File: src/core/cbs_defs.vh
// Offsets, field positions and reset values of the bank, serial and gain configuration registers
`ifndef CBS_DEFS_VH
`define CBS_DEFS_VH

// Register indices (printed offsets are not multiples of four)
`define CBS_IDX_FIRST_BANK  8'hf6
`define CBS_IDX_SECOND_BANK 8'hf7
`define CBS_IDX_SERIAL_EXT  8'hf8
`define CBS_IDX_GAIN_EXT    8'hf9
`define CBS_ADDR_W          10

// Field positions
`define CBS_FIRST_PAGE_BIT  2
`define CBS_SECOND_CHA_BIT  0
`define CBS_SECOND_CHB_BIT  1
`define CBS_SECOND_PAGE_BIT 2
`define CBS_SYNC_MODE_BIT   0
`define CBS_DAISY_BIT       1
`define CBS_COMB_LSB        0
`define CBS_COMB_MSB        1
`define CBS_DLY_LSB         2
`define CBS_DLY_MSB         6

// Writable bit masks per register
`define CBS_FIRST_MASK      8'h04
`define CBS_SECOND_MASK     8'h07
`define CBS_SER_MASK        8'h03
`define CBS_GAIN_MASK       8'h7f

// Reset value of every field
`define CBS_RST_VAL         8'h00

`endif

File: src/core/cbs_config_regs.v
// APB register bank for coefficient bank, serial frame sync and gain detector configuration
//
// The implementer's own choice: the APB slave port.
`timescale 1ns/100ps
`include "cbs_defs.vh"

module cbs_config_regs
(
    // Clock and reset
    input  wire        pclk,
    input  wire        presetn,
    // APB slave
    input  wire        psel,
    input  wire        penable,
    input  wire        pwrite,
    input  wire [11:0] paddr,
    input  wire [31:0] pwdata,
    input  wire [3:0]  pstrb,
    output reg  [31:0] prdata,
    output reg         pready,
    output reg         pslverr,
    // Coefficient bank controls
    output reg         first_filter_page_select,
    output reg         chan_a_second_filter_bank,
    output reg         chan_b_second_filter_bank,
    output reg         second_filter_page_select,
    // Serial port controls
    output reg         frame_sync_timing_mode,
    output reg         daisy_chain_master_enable,
    // Gain loop controls
    output reg  [1:0]  gain_detector_comb_order,
    output reg  [4:0]  gain_step_align_delay
);

    ////////////////////////////////////////////////////////////////////////////
    // Register storage

    // Stored copies of the four configuration bytes; unused bits stay zero
    reg  [7:0]  first_q;    // First-stage bank control byte
    reg  [7:0]  second_q;   // Second-stage bank control byte
    reg  [7:0]  serial_q;   // Serial output extra control byte
    reg  [7:0]  gain_q;     // Gain loop extra control byte

    // Next values of the stored bytes, already cut to their writable bits
    wire [7:0]  first_d;
    wire [7:0]  second_d;
    wire [7:0]  serial_d;
    wire [7:0]  gain_d;

    // Byte of the addressed register, loaded into prdata during setup
    reg  [7:0]  rd_d;

    ////////////////////////////////////////////////////////////////////////////
    // Access decode

    wire        setup;
    wire        access;
    wire        lane0;
    wire        wr_en;
    wire [9:0]  word_idx;
    wire        aligned;
    wire        hit_first;
    wire        hit_second;
    wire        hit_serial;
    wire        hit_gain;
    wire        hit_any;
    wire        wr_first;
    wire        wr_second;
    wire        wr_serial;
    wire        wr_gain;

    // Phase of the current transfer as the slave sees it
    assign setup    = psel & ~penable;
    assign access   = psel & penable;

    // Only the low byte lane carries data; a write without it changes nothing
    assign lane0    = pstrb[0];

    // The slave answers one cycle after setup, so every access phase is wait-free
    // and a write lands at the edge that ends the access phase
    assign wr_en    = access & pready & pwrite & ~pslverr & lane0;

    // Each register is one word; the word index is the byte address over four
    assign word_idx = paddr[11:2];

    // Byte offsets inside a word are refused rather than folded onto the word
    assign aligned  = (paddr[1:0] == 2'b00);

    // Word match against the register indices, widened to the index width
    assign hit_first  = aligned & (word_idx == {2'b00, `CBS_IDX_FIRST_BANK});
    assign hit_second = aligned & (word_idx == {2'b00, `CBS_IDX_SECOND_BANK});
    assign hit_serial = aligned & (word_idx == {2'b00, `CBS_IDX_SERIAL_EXT});
    assign hit_gain   = aligned & (word_idx == {2'b00, `CBS_IDX_GAIN_EXT});

    // Any mapped word; everything else answers with an error
    assign hit_any    = hit_first | hit_second | hit_serial | hit_gain;

    // Per-register write strobes, at most one of them high at a time
    assign wr_first   = wr_en & hit_first;
    assign wr_second  = wr_en & hit_second;
    assign wr_serial  = wr_en & hit_serial;
    assign wr_gain    = wr_en & hit_gain;

    ////////////////////////////////////////////////////////////////////////////
    // Write data masking

    // Bits outside a register's fields are dropped on the way in, so they read zero.
    // The two low bits of the first-stage byte belong to other logic and stay zero here.
    assign first_d  = pwdata[7:0] & `CBS_FIRST_MASK;
    assign second_d = pwdata[7:0] & `CBS_SECOND_MASK;
    assign serial_d = pwdata[7:0] & `CBS_SER_MASK;

    // Delay field is kept as written; picking 7 or 8 is left to software
    assign gain_d   = pwdata[7:0] & `CBS_GAIN_MASK;

    ////////////////////////////////////////////////////////////////////////////
    // Read mux

    // One-hot select of the addressed byte; unmapped words read as zero
    always @*
    begin
        rd_d = 8'h00;
        case (1'b1)
            hit_first:  rd_d = first_q;
            hit_second: rd_d = second_q;
            hit_serial: rd_d = serial_q;
            hit_gain:   rd_d = gain_q;
            default:    rd_d = 8'h00;
        endcase
    end

    ////////////////////////////////////////////////////////////////////////////
    // Bus handshake

    // Ready is a one-cycle pulse; registering it from setup costs no wait state
    always @(posedge pclk or negedge presetn)
    begin
        if (!presetn)
        begin
            pready <= 1'b0;
        end
        else
        begin
            pready <= setup;
        end
    end

    // Error travels with ready, so a refused access never touches storage
    always @(posedge pclk or negedge presetn)
    begin
        if (!presetn)
        begin
            pslverr <= 1'b0;
        end
        else
        begin
            pslverr <= setup & ~hit_any;   // Unmapped or unaligned address
        end
    end

    // Read data is captured in setup and held through the access phase.
    // A read that follows a write at once already sees the new byte.
    always @(posedge pclk or negedge presetn)
    begin
        if (!presetn)
        begin
            prdata <= 32'h0000_0000;
        end
        else if (setup & ~pwrite)
        begin
            prdata <= {24'h00_0000, rd_d};
        end
        else if (!psel)
        begin
            prdata <= 32'h0000_0000;       // Idle bus shows zero, not stale data
        end
    end

    ////////////////////////////////////////////////////////////////////////////
    // Register writes

    // First-stage bank control byte
    always @(posedge pclk or negedge presetn)
    begin
        if (!presetn)
        begin
            first_q <= `CBS_RST_VAL;
        end
        else if (wr_first)
        begin
            first_q <= first_d;
        end
    end

    // Second-stage bank control byte
    always @(posedge pclk or negedge presetn)
    begin
        if (!presetn)
        begin
            second_q <= `CBS_RST_VAL;
        end
        else if (wr_second)
        begin
            second_q <= second_d;
        end
    end

    // Serial output extra control byte
    always @(posedge pclk or negedge presetn)
    begin
        if (!presetn)
        begin
            serial_q <= `CBS_RST_VAL;
        end
        else if (wr_serial)
        begin
            serial_q <= serial_d;
        end
    end

    // Gain loop extra control byte
    always @(posedge pclk or negedge presetn)
    begin
        if (!presetn)
        begin
            gain_q <= `CBS_RST_VAL;
        end
        else if (wr_gain)
        begin
            gain_q <= gain_d;
        end
    end

    ////////////////////////////////////////////////////////////////////////////
    // Control outputs

    // Coefficient bank selects. The extra stage keeps every output flop-driven;
    // the price is that the filters see a new bank one cycle after the write.
    // Software should not swap the active bank while a filter is mid-sample.
    always @(posedge pclk or negedge presetn)
    begin
        if (!presetn)
        begin
            first_filter_page_select  <= 1'b0;
            chan_a_second_filter_bank <= 1'b0;
            chan_b_second_filter_bank <= 1'b0;
            second_filter_page_select <= 1'b0;
        end
        else
        begin
            first_filter_page_select  <= first_q[`CBS_FIRST_PAGE_BIT];
            chan_a_second_filter_bank <= second_q[`CBS_SECOND_CHA_BIT];
            chan_b_second_filter_bank <= second_q[`CBS_SECOND_CHB_BIT];
            second_filter_page_select <= second_q[`CBS_SECOND_PAGE_BIT];
        end
    end

    // Serial port mode levels; the serial engine reads them as steady levels.
    // Low sync mode pulses per word or pair, high once per sample period.
    always @(posedge pclk or negedge presetn)
    begin
        if (!presetn)
        begin
            frame_sync_timing_mode    <= 1'b0;
            daisy_chain_master_enable <= 1'b0;
        end
        else
        begin
            frame_sync_timing_mode    <= serial_q[`CBS_SYNC_MODE_BIT];
            daisy_chain_master_enable <= serial_q[`CBS_DAISY_BIT];
        end
    end

    // Gain loop settings. Comb code 3 is passed on as written; the detector
    // decides what to do with it, this bank does not refuse it.
    always @(posedge pclk or negedge presetn)
    begin
        if (!presetn)
        begin
            gain_detector_comb_order  <= 2'b00;
            gain_step_align_delay     <= 5'h00;
        end
        else
        begin
            gain_detector_comb_order  <= gain_q[`CBS_COMB_MSB:`CBS_COMB_LSB];
            gain_step_align_delay     <= gain_q[`CBS_DLY_MSB:`CBS_DLY_LSB];
        end
    end

    ////////////////////////////////////////////////////////////////////////////
    // Usage notes
    //
    // Every access completes in two cycles, setup and one access cycle.
    // Back-to-back transfers are accepted with no idle cycle between them.
    // A write to an unmapped or unaligned word answers with an error and
    // leaves all stored bytes unchanged.
    // A write to a mapped word whose low byte strobe is clear completes without error and
    // without changing anything, so narrow writes to upper lanes are harmless.
    // Control outputs follow a write one edge after the edge that takes it:
    // that edge into the stored byte, the next one into the output flop.
    // A reset clears the stored bytes and every output at once, without a clock.
    // The alignment delay is a plain stored value; this bank does not check
    // that software chose the value that suits the use of the gain strobes.
    ////////////////////////////////////////////////////////////////////////////

endmodule // cbs_config_regs

File: config.mk
export PLATFORM = sky130hd
export DESIGN_NAME = cbs_config_regs
export DESIGN_NICKNAME = d
export VERILOG_FILES = /design/src/core/cbs_config_regs.v
export VERILOG_INCLUDE_DIRS = /design/src /design/src/core
export SDC_FILE = /design/constraint.sdc
export NUM_CORES = 1
export LEC_CHECK = 0
export BUFFER_PORTS_ARGS = -buffer_cell sky130_fd_sc_hd__buf_2
export CORE_MARGIN = 1.5
export CORE_UTILIZATION = 27
export DETAILED_ROUTE_END_ITERATION = 10
export SETUP_SLACK_MARGIN = 0.4
export SLEW_MARGIN = 20
export SYNTH_ARGS = -nofsm -noshare
export SYNTH_HDL_FRONTEND = slang
export SYNTH_SLANG_ARGS = --single-unit
File: constraint.sdc
create_clock -name pclk -period 2.25 [get_ports pclk]
set_input_delay 0.675 -clock pclk [delete_from_list [all_inputs] [get_ports pclk]]
set_output_delay 0.675 -clock pclk [all_outputs]
set_load 0.02 [all_outputs]
==> results.txt, run 1 <==
----------------------------------------------------
[Placed design]
  Placed Instance Area ... 1880 um2
  Final GP Congestion ... 0.792
  Half-perimeter wire length after placement ... 2.30 mm
  # port buffers ... 46

[Timing]
  Relative slew slack ... 49.4%
  Unrepaired setup endpoints after global routing ... yes
  Time the worst path needs with I/O delays and setup ... 2090 ps
  Final slew viol count ... 0
  Transition time at the pin with the least slew margin ... 759 ps
  Final hold violations ... 0
  FMAX ... 0.478 GHz
  Clk_skew ... 5.34 ps
  Final setup viols ... 0
  Part of the cycle the worst path needs ... 92.9%

[CTS]
  Root buffer cell ... clkbuf_8
  Clk sink count ... 35
  H-tree depth ... 2
  Clock tree from TritonCTS ... done
  Clock insertion delay at the later pin of the skew report ... 280 ps
  Reg clk slew, reported paths ... 70 ps
  Max Root-Sink Buffers ... 2
  Clock buffers created by TritonCTS ... 5

[GRT]
  Via count of the first global-routing pass ... 941
  Busiest layer in global routing ... met2
  Routing usage on met1 ... 13.2%
  Met3 global-route usage ... 4.94%
  Number of antenna violations at the first check in global routing ... 0
  GRT Total Usage ... 10.5%
  Overflow after GRT ... 0
  Met2 Track Usage GR ... 15.9%
  Wire length of the first global-routing pass ... 4.81 mm
  Maximum number of pins on one net before global-route repair ... 36

[Die]
  Height of the chip ... 79.3 um
  DIE WIDTH ... 79.3 um
  Rows ... 27
  IO Pins ... 100
  Effective utilization at floorplan ... 28.2%
  Standard cell core area ... 5570 um2
  Die outline area ... 6290 um2

[Logic synthesis]
  Mean post-synth cell area ... 13.1 um2
  Register bit count reported by yosys ... 35
  Distinct cell type count of the synthesized netlist ... 33
  Yosys synthesis warning count ... 0
  Top-area cell type share of the netlist area ... 55.7%
  Post-synthesis instance total ... 120
  Synth top cells by count ... 35 x dfrtp_1, 25 x buf_4, 7 x mux2_4, 7 x nand2_1, 6 x mux2_2
  Share of synthesized area occupied by flip-flops and latches ... 55.7%
  Synth Cell Area ... 1570 um2
  Prevailing post-synth register cell ... dfrtp_1
  Number of enable flip-flop cells after synthesis ... 0
  Most frequent cell after synthesis ... dfrtp_1
  Synth top area cells ... dfrtp_1 56%, buf_4 12%, mux2_4 6.7%
  Cell type with the highest aggregate area in the netlist ... dfrtp_1
  Share of async-settable or async-resettable flops after synthesis ... 100%

[Min path]
  Hold Startpoint ... gain_q[4]
  Type of the tightest min-delay check ... reg -> reg
  Cell depth of the worst hold path ... 0
  End point of the worst hold path ... gain_step_align_delay[2]

[Setup path]
  Category of the worst setup path launch point ... primary input
  Type of destination of the critical path ... flip-flop
  Worst Path Arrival ... 2260 ps
  Register-to-register setup slack ... 520 ps
  Critical path data required time ... 2420 ps
  Worst Path Max Fanout ... 4
  Type of the worst setup path ... in -> reg
  Cell count of the worst reg-to-reg path ... 5
  Crit Reg-Reg Startpoint ... pslverr
  Crit Reg-Reg Endpoint ... gain_q[4]

[Finish]
  Ant. Diodes ... 0
  Storage cell area ... 876 um2
  Area grow syn2layout ... 27.8%
  Layout filler cell count ... 578
  Fraction of final layout cells sized beyond drive strength 1 ... 48.0%
  Final-stage net count ... 232
  Combined area of the multi-input logic cells ... 638 um2
  Area of all placed cells without fillers ... 2010 um2

[Routing]
  Via-per-instance ratio ... 4.00
  Post-detailed-route wirelength per cell ... 12.0 um
  Final antenna-violating net count ... 0
  Vias after detailed routing ... 1,005
  Post-route DRC violation count ... 0
  Iteration count of the initial detailed-routing pass ... 3
  Number of DRC markers after the initial detailed-route iteration ... 23
  Total routed wirelength ... 3.01 mm

[Outcome]
  Run status ... complete, no violations

[Power]
  Sum of internal, switching and leakage power ... 1.19 mW
  Pwr/cell area ... 592 nW/um2
  Max VDD drop ... 0.270 mV
  Static leakage power ... 1.07 nW

[Job]
  Max-capacitance violation count ... 0

----------------------------------------------------
[metal layers]
| layer | routed length [um] | vias to the layer above | part of all wire [%] |
|---|---|---|---|
| met2 | 1460 | 40 | 49 |
| met3 | 205 | 6 | 6.8 |
| met1 | 1310 | 478 | 43 |
| met5 | 0 | - | 0 |
| li1 | - | 481 | - |
| met4 | 33 | 0 | 1.1 |
[power breakdown]
group | internal (mW) | switching [mW]
clock network | 0.240 | 0.209
registers | 0.631 | 0.000998
logic | 0.0317 | 0.0785
total | 0.903 | 0.288
[flip-flops by register name (all words and copies together) (netlist names)]
register,count
gain_q,7
prdata,7
gain_step_align_delay,5
second_q,3
gain_detector_comb_order,2
serial_q,2
chan_a_second_filter_bank,1
chan_b_second_filter_bank,1
daisy_chain_master_enable,1
first_filter_page_select,1
first_q,1
frame_sync_timing_mode,1
pready,1
pslverr,1
second_filter_page_select,1
[stage by stage]
| step | utilization (%) | setup TNS [ps] | std cells | hold slack [ps] | setup WS [ps] |
|---|---|---|---|---|---|
| finish | 36.1 | 0 | 251 | 400 | 159 |
| global placement | 33.7 | -992 | 243 | 384 | -147 |
| floorplan | - | 0 | 144 | 362 | 1.81 |
| CTS | 35.6 | 0 | 250 | 401 | 167 |
| detailed placement | 33.7 | -1070 | 243 | 385 | -158 |
| global route | 36.1 | 0 | 251 | 416 | 149 |
[critical path, stage by stage]
cell	delay, ps
buf_6	90
or3b_4	400
or4b_4	510
nor2b_4	150
buf_6	140
mux2_4	300
[how the worst max path moves through the flow]
stage	slack, ps	start	endpoint
6_report	160	paddr[4]	gain_q[4]
5_1_grt	150	paddr[4]	gain_q[1]
3_3_place_gp	-150	paddr[4]	gain_q[6]
2_1_floorplan	2	paddr[4]	gain_q[0]
3_5_place_dp	-160	paddr[4]	gain_q[6]
4_1_cts	170	paddr[4]	gain_q[1]
[cell usage in the layout, fill, tap and decap left out, drive strengths merged]
cell / n
buf: 55
a22o: 4
clkbuf: 6
nand4b: 1
and3: 1
or3b: 1
nor4: 1
nor3: 1
a32oi: 1
or4: 1
o31ai: 1
or3: 1
mux2i: 2
nand2b: 2
nand2: 7
o21a: 1
nand4bb: 1
inv: 1
nor3b: 2
dfrtp: 35
mux2: 13
or4b: 1
and2: 1
nor2: 4
and3b: 1
clkinv: 1
nor2b: 1
conb: 25
nand3b: 2
o31a: 1
o21ai: 2
o2bb2ai: 2
[final cells by class]
class / count / area share (%)
clock buffers: 6 / 4.11
clock inverters: 1 / 0.249
inverters: 1 / 0.187
multi-input cells: 81 / 31.7
flip-flops and latches: 35 / 43.6
well taps: 72 / 4.48
repair buffers: 55 / 15.7
[logic make-up (layout without fill, tap and decap cells)]
family | after synthesis | count (layout) | synth area share (%)
AND/OR/NAND/NOR | 29 | 29 | 12.1
flip-flops | 35 | 35 | 55.7
buffers and inverters | 28 | 63 | 13.7
AO/OA/AOI/OAI | 12 | 12 | 6.05
multiplexers | 15 | 15 | 12.3
other | 1 | 25 | 0.238
[what timing repair did]
item                                   CTS  global route
buffers inserted                         0             1
setup endpoints to repair               10            15
hold buffers                             0             0
endpoints found under the hold margin    0             0
gates resized for setup                  4             5
pin swaps                                0             1
Note: power is estimated with default switching activity, not from simulation.
==> inputs of run 2 (changes only) <==
--- a/config.mk
+++ b/config.mk
@@ -10,6 +10,7 @@
 export CORE_MARGIN = 1.5
 export CORE_UTILIZATION = 27
 export DETAILED_ROUTE_END_ITERATION = 10
+export REMOVE_ABC_BUFFERS = 1
 export SETUP_SLACK_MARGIN = 0.4
 export SLEW_MARGIN = 20
 export SYNTH_ARGS = -nofsm -noshare
==> results.txt, run 2 (synthesis gave the netlist of run 1 again) <==
----------------------------------------------------
[Outcome]
  Run status ... complete, no violations

[Routing]
  Post-detailed-route wirelength per cell ... 12.7 um (+6.4%)
  Iteration count of the initial detailed-routing pass ... 4 (+1)
  Post-route DRC violation count ... 0 (unchanged)
  Number of DRC markers after the initial detailed-route iteration ... 50 (+120%)
  Total routed wirelength ... 3.20 mm (+6.4%)
  Via-per-instance ratio ... 4.11 (+2.6%)
  Vias after detailed routing ... 1,031 (+2.6%)
  Final antenna-violating net count ... 0 (unchanged)

[Finish]
  Area of all placed cells without fillers ... 1960 um2 (-2.7%)
  Final-stage net count ... 231 (-0.43%)
  Most used cells in the layout excluding fill and tap cells ... 45 x buf_2, 35 x dfrtp_1, 25 x conb_1, 7 x nand2_1, 7 x mux2_4
  Fraction of final layout cells sized beyond drive strength 1 ... 46.9% (-1.1 points)
  Most frequent standard cell in the layout excluding fill and tap cells ... buf_2
  Combined area of the multi-input logic cells ... 599 um2 (-6.1%)
  Ant. Diodes ... 0 (unchanged)
  Final core utilization ... 35.1% (-0.97 points)
  Top Registers ... gain_q x7, prdata x7, gain_step_align_delay x5
  Storage cell area ... 876 um2 (unchanged)
  Number of standard cells in the layout, taps in and fillers out ... 251 (unchanged)
  Layout filler cell count ... 587 (+1.6%)
  Area grow syn2layout ... 24.4%

[Min path]
  Type of the tightest min-delay check ... reg -> reg
  Hold Startpoint ... second_q[2]
  End point of the worst hold path ... second_filter_page_select
  Cell depth of the worst hold path ... 0 (unchanged)

[GRT]
  Wire length of the first global-routing pass ... 4.97 mm (+3.3%)
  GRT Total Usage ... 10.8% (+0.30 points)
  Number of antenna violations at the first check in global routing ... 0 (unchanged)
  Via count of the first global-routing pass ... 1,032 (+9.7%)
  Maximum number of pins on one net before global-route repair ... 36 (unchanged)
  Overflow after GRT ... 0 (unchanged)

[Timing]
  Minimum hold slack ... 399 ps (-1.33 ps)
  Part of the cycle the worst path needs ... 92.8% (-0.15 points)
  Post-route setup slack ... 163 ps (+3.42 ps)
  Final setup viols ... 0 (unchanged)
  Relative slew slack ... 49.2% (-0.23 points)
  Unrepaired setup endpoints after global routing ... yes
  Time the worst path needs with I/O delays and setup ... 2090 ps (-3.42 ps)
  Transition time at the pin with the least slew margin ... 762 ps (+3.51 ps)
  Clk_skew ... 2.40 ps (-2.94 ps)
  Final slew viol count ... 0 (unchanged)
  FMAX ... 0.479 GHz (+0.16%)
  Final hold violations ... 0 (unchanged)

[Job]
  Max-capacitance violation count ... 0 (unchanged)

[CTS]
  Clk sink count ... 35 (unchanged)
  Clock insertion delay at the later pin of the skew report ... 290 ps (about the same)
  Root buffer cell ... clkbuf_8
  Clock tree from TritonCTS ... done
  Reg clk slew, reported paths ... 70 ps (about the same)
  Max Root-Sink Buffers ... 2 (unchanged)
  Clock buffers created by TritonCTS ... 5 (unchanged)
  H-tree depth ... 2 (unchanged)

[Die]
  Standard cell core area ... 5570 um2 (unchanged)
  Die outline area ... 6290 um2 (unchanged)
  IO Pins ... 100 (unchanged)
  Rows ... 27 (unchanged)
  Effective utilization at floorplan ... 28.2% (unchanged)
  DIE WIDTH ... 79.3 um (unchanged)
  Height of the chip ... 79.3 um (unchanged)

[Placed design]
  Half-perimeter wire length after placement ... 2.39 mm (+3.9%)
  # port buffers ... 46 (unchanged)
  Placement Setup Slack ... -193 ps (-35.2 ps)
  Total instance count after detailed placement ... 242 (-0.41%)
  Final GP Congestion ... 0.733 (-7.4%)
  Placed Instance Area ... 1820 um2 (-2.9%)

[Setup path]
  Crit Reg-Reg Startpoint ... pslverr
  Critical Path, Cell by Cell ... buf_6, or3b_4, or4b_4, nor2b_4, buf_6, mux2_4
  Category of the worst setup path launch point ... primary input
  Cell count of the worst reg-to-reg path ... 6 (+1)
  Beginning of the critical path ... paddr[3]
  Register-to-register setup slack ... 580 ps (+60 ps)
  Worst Path Max Fanout ... 4 (unchanged)
  Crit Reg-Reg Endpoint ... gain_q[6]
  CP max stage delay ... 510 ps (about the same)
  Cell mode on critical path ... buf_6
  Critical path data required time ... 2420 ps (about the same)
  Worst Path Arrival ... 2260 ps (about the same)
  Type of destination of the critical path ... flip-flop
  Slowest CP cell ... or4b_4
  Type of the worst setup path ... in -> reg

[Power]
  Max VDD drop ... 0.255 mV (-5.7%)
  Pwr/cell area ... 598 nW/um2 (+0.99%)
  Static leakage power ... 1.04 nW (-2.7%)

----------------------------------------------------
==> run 2: final cells by class <==
type,count,area share [%]
multi-input cells,81,30.6
inverters,1,0.192
repair buffers,54,15.5
clock buffers,5,3.52
clock inverters,3,0.767
flip-flops and latches,35,44.8
well taps,72,4.60
==> run 2: power by group <==
part	total, mW	internal, mW	switching, mW
Clock	0.434	0.211	0.222
Sequential	0.632	0.631	0.000810
Combinational	0.105	0.0288	0.0763
==> run 2: stage by stage <==
step           power, mW  TNS, ps
2_1_floorplan      0.697     -378
3_3_place_gp       0.745    -1530
3_5_place_dp       0.746    -1720
4_1_cts             1.19        0
5_1_grt             1.23        0
6_report            1.17        0
==> run 2: how the worst max path moves through the flow <==
stage,to,depth (start not counted)
after floorplan,gain_q[0],4
final,gain_q[6],6
after global placement,gain_q[4],6
after detailed placement,gain_q[5],6
after global routing,gain_q[3],6
after CTS,gain_q[5],6
==> run 2: worst max-delay path: cells and delay by family <==
family,cells,cell delay (ps)
AND/OR/NAND/NOR,3,1060
buffers and inverters,2,230
multiplexers,1,290
==> run 2: what timing repair did <==
action	4_1_cts	5_1_grt
setup buffers	1	0
gates resized for setup	6	5
hold buffers	0	0
setup endpoints to repair	16	20
pin swaps	6	2
==> run 2: per-layer routing <==
layer | vias to the layer above | part of all wire (%) | global-route usage, %
met5 | - | 0 | 0
met4 | 0 | 1.3 | 3.68
met3 | 6 | 8.1 | 5.29
met2 | 47 | 47 | 15.9
met1 | 499 | 43 | 13.7
li1 | 479 | - | -
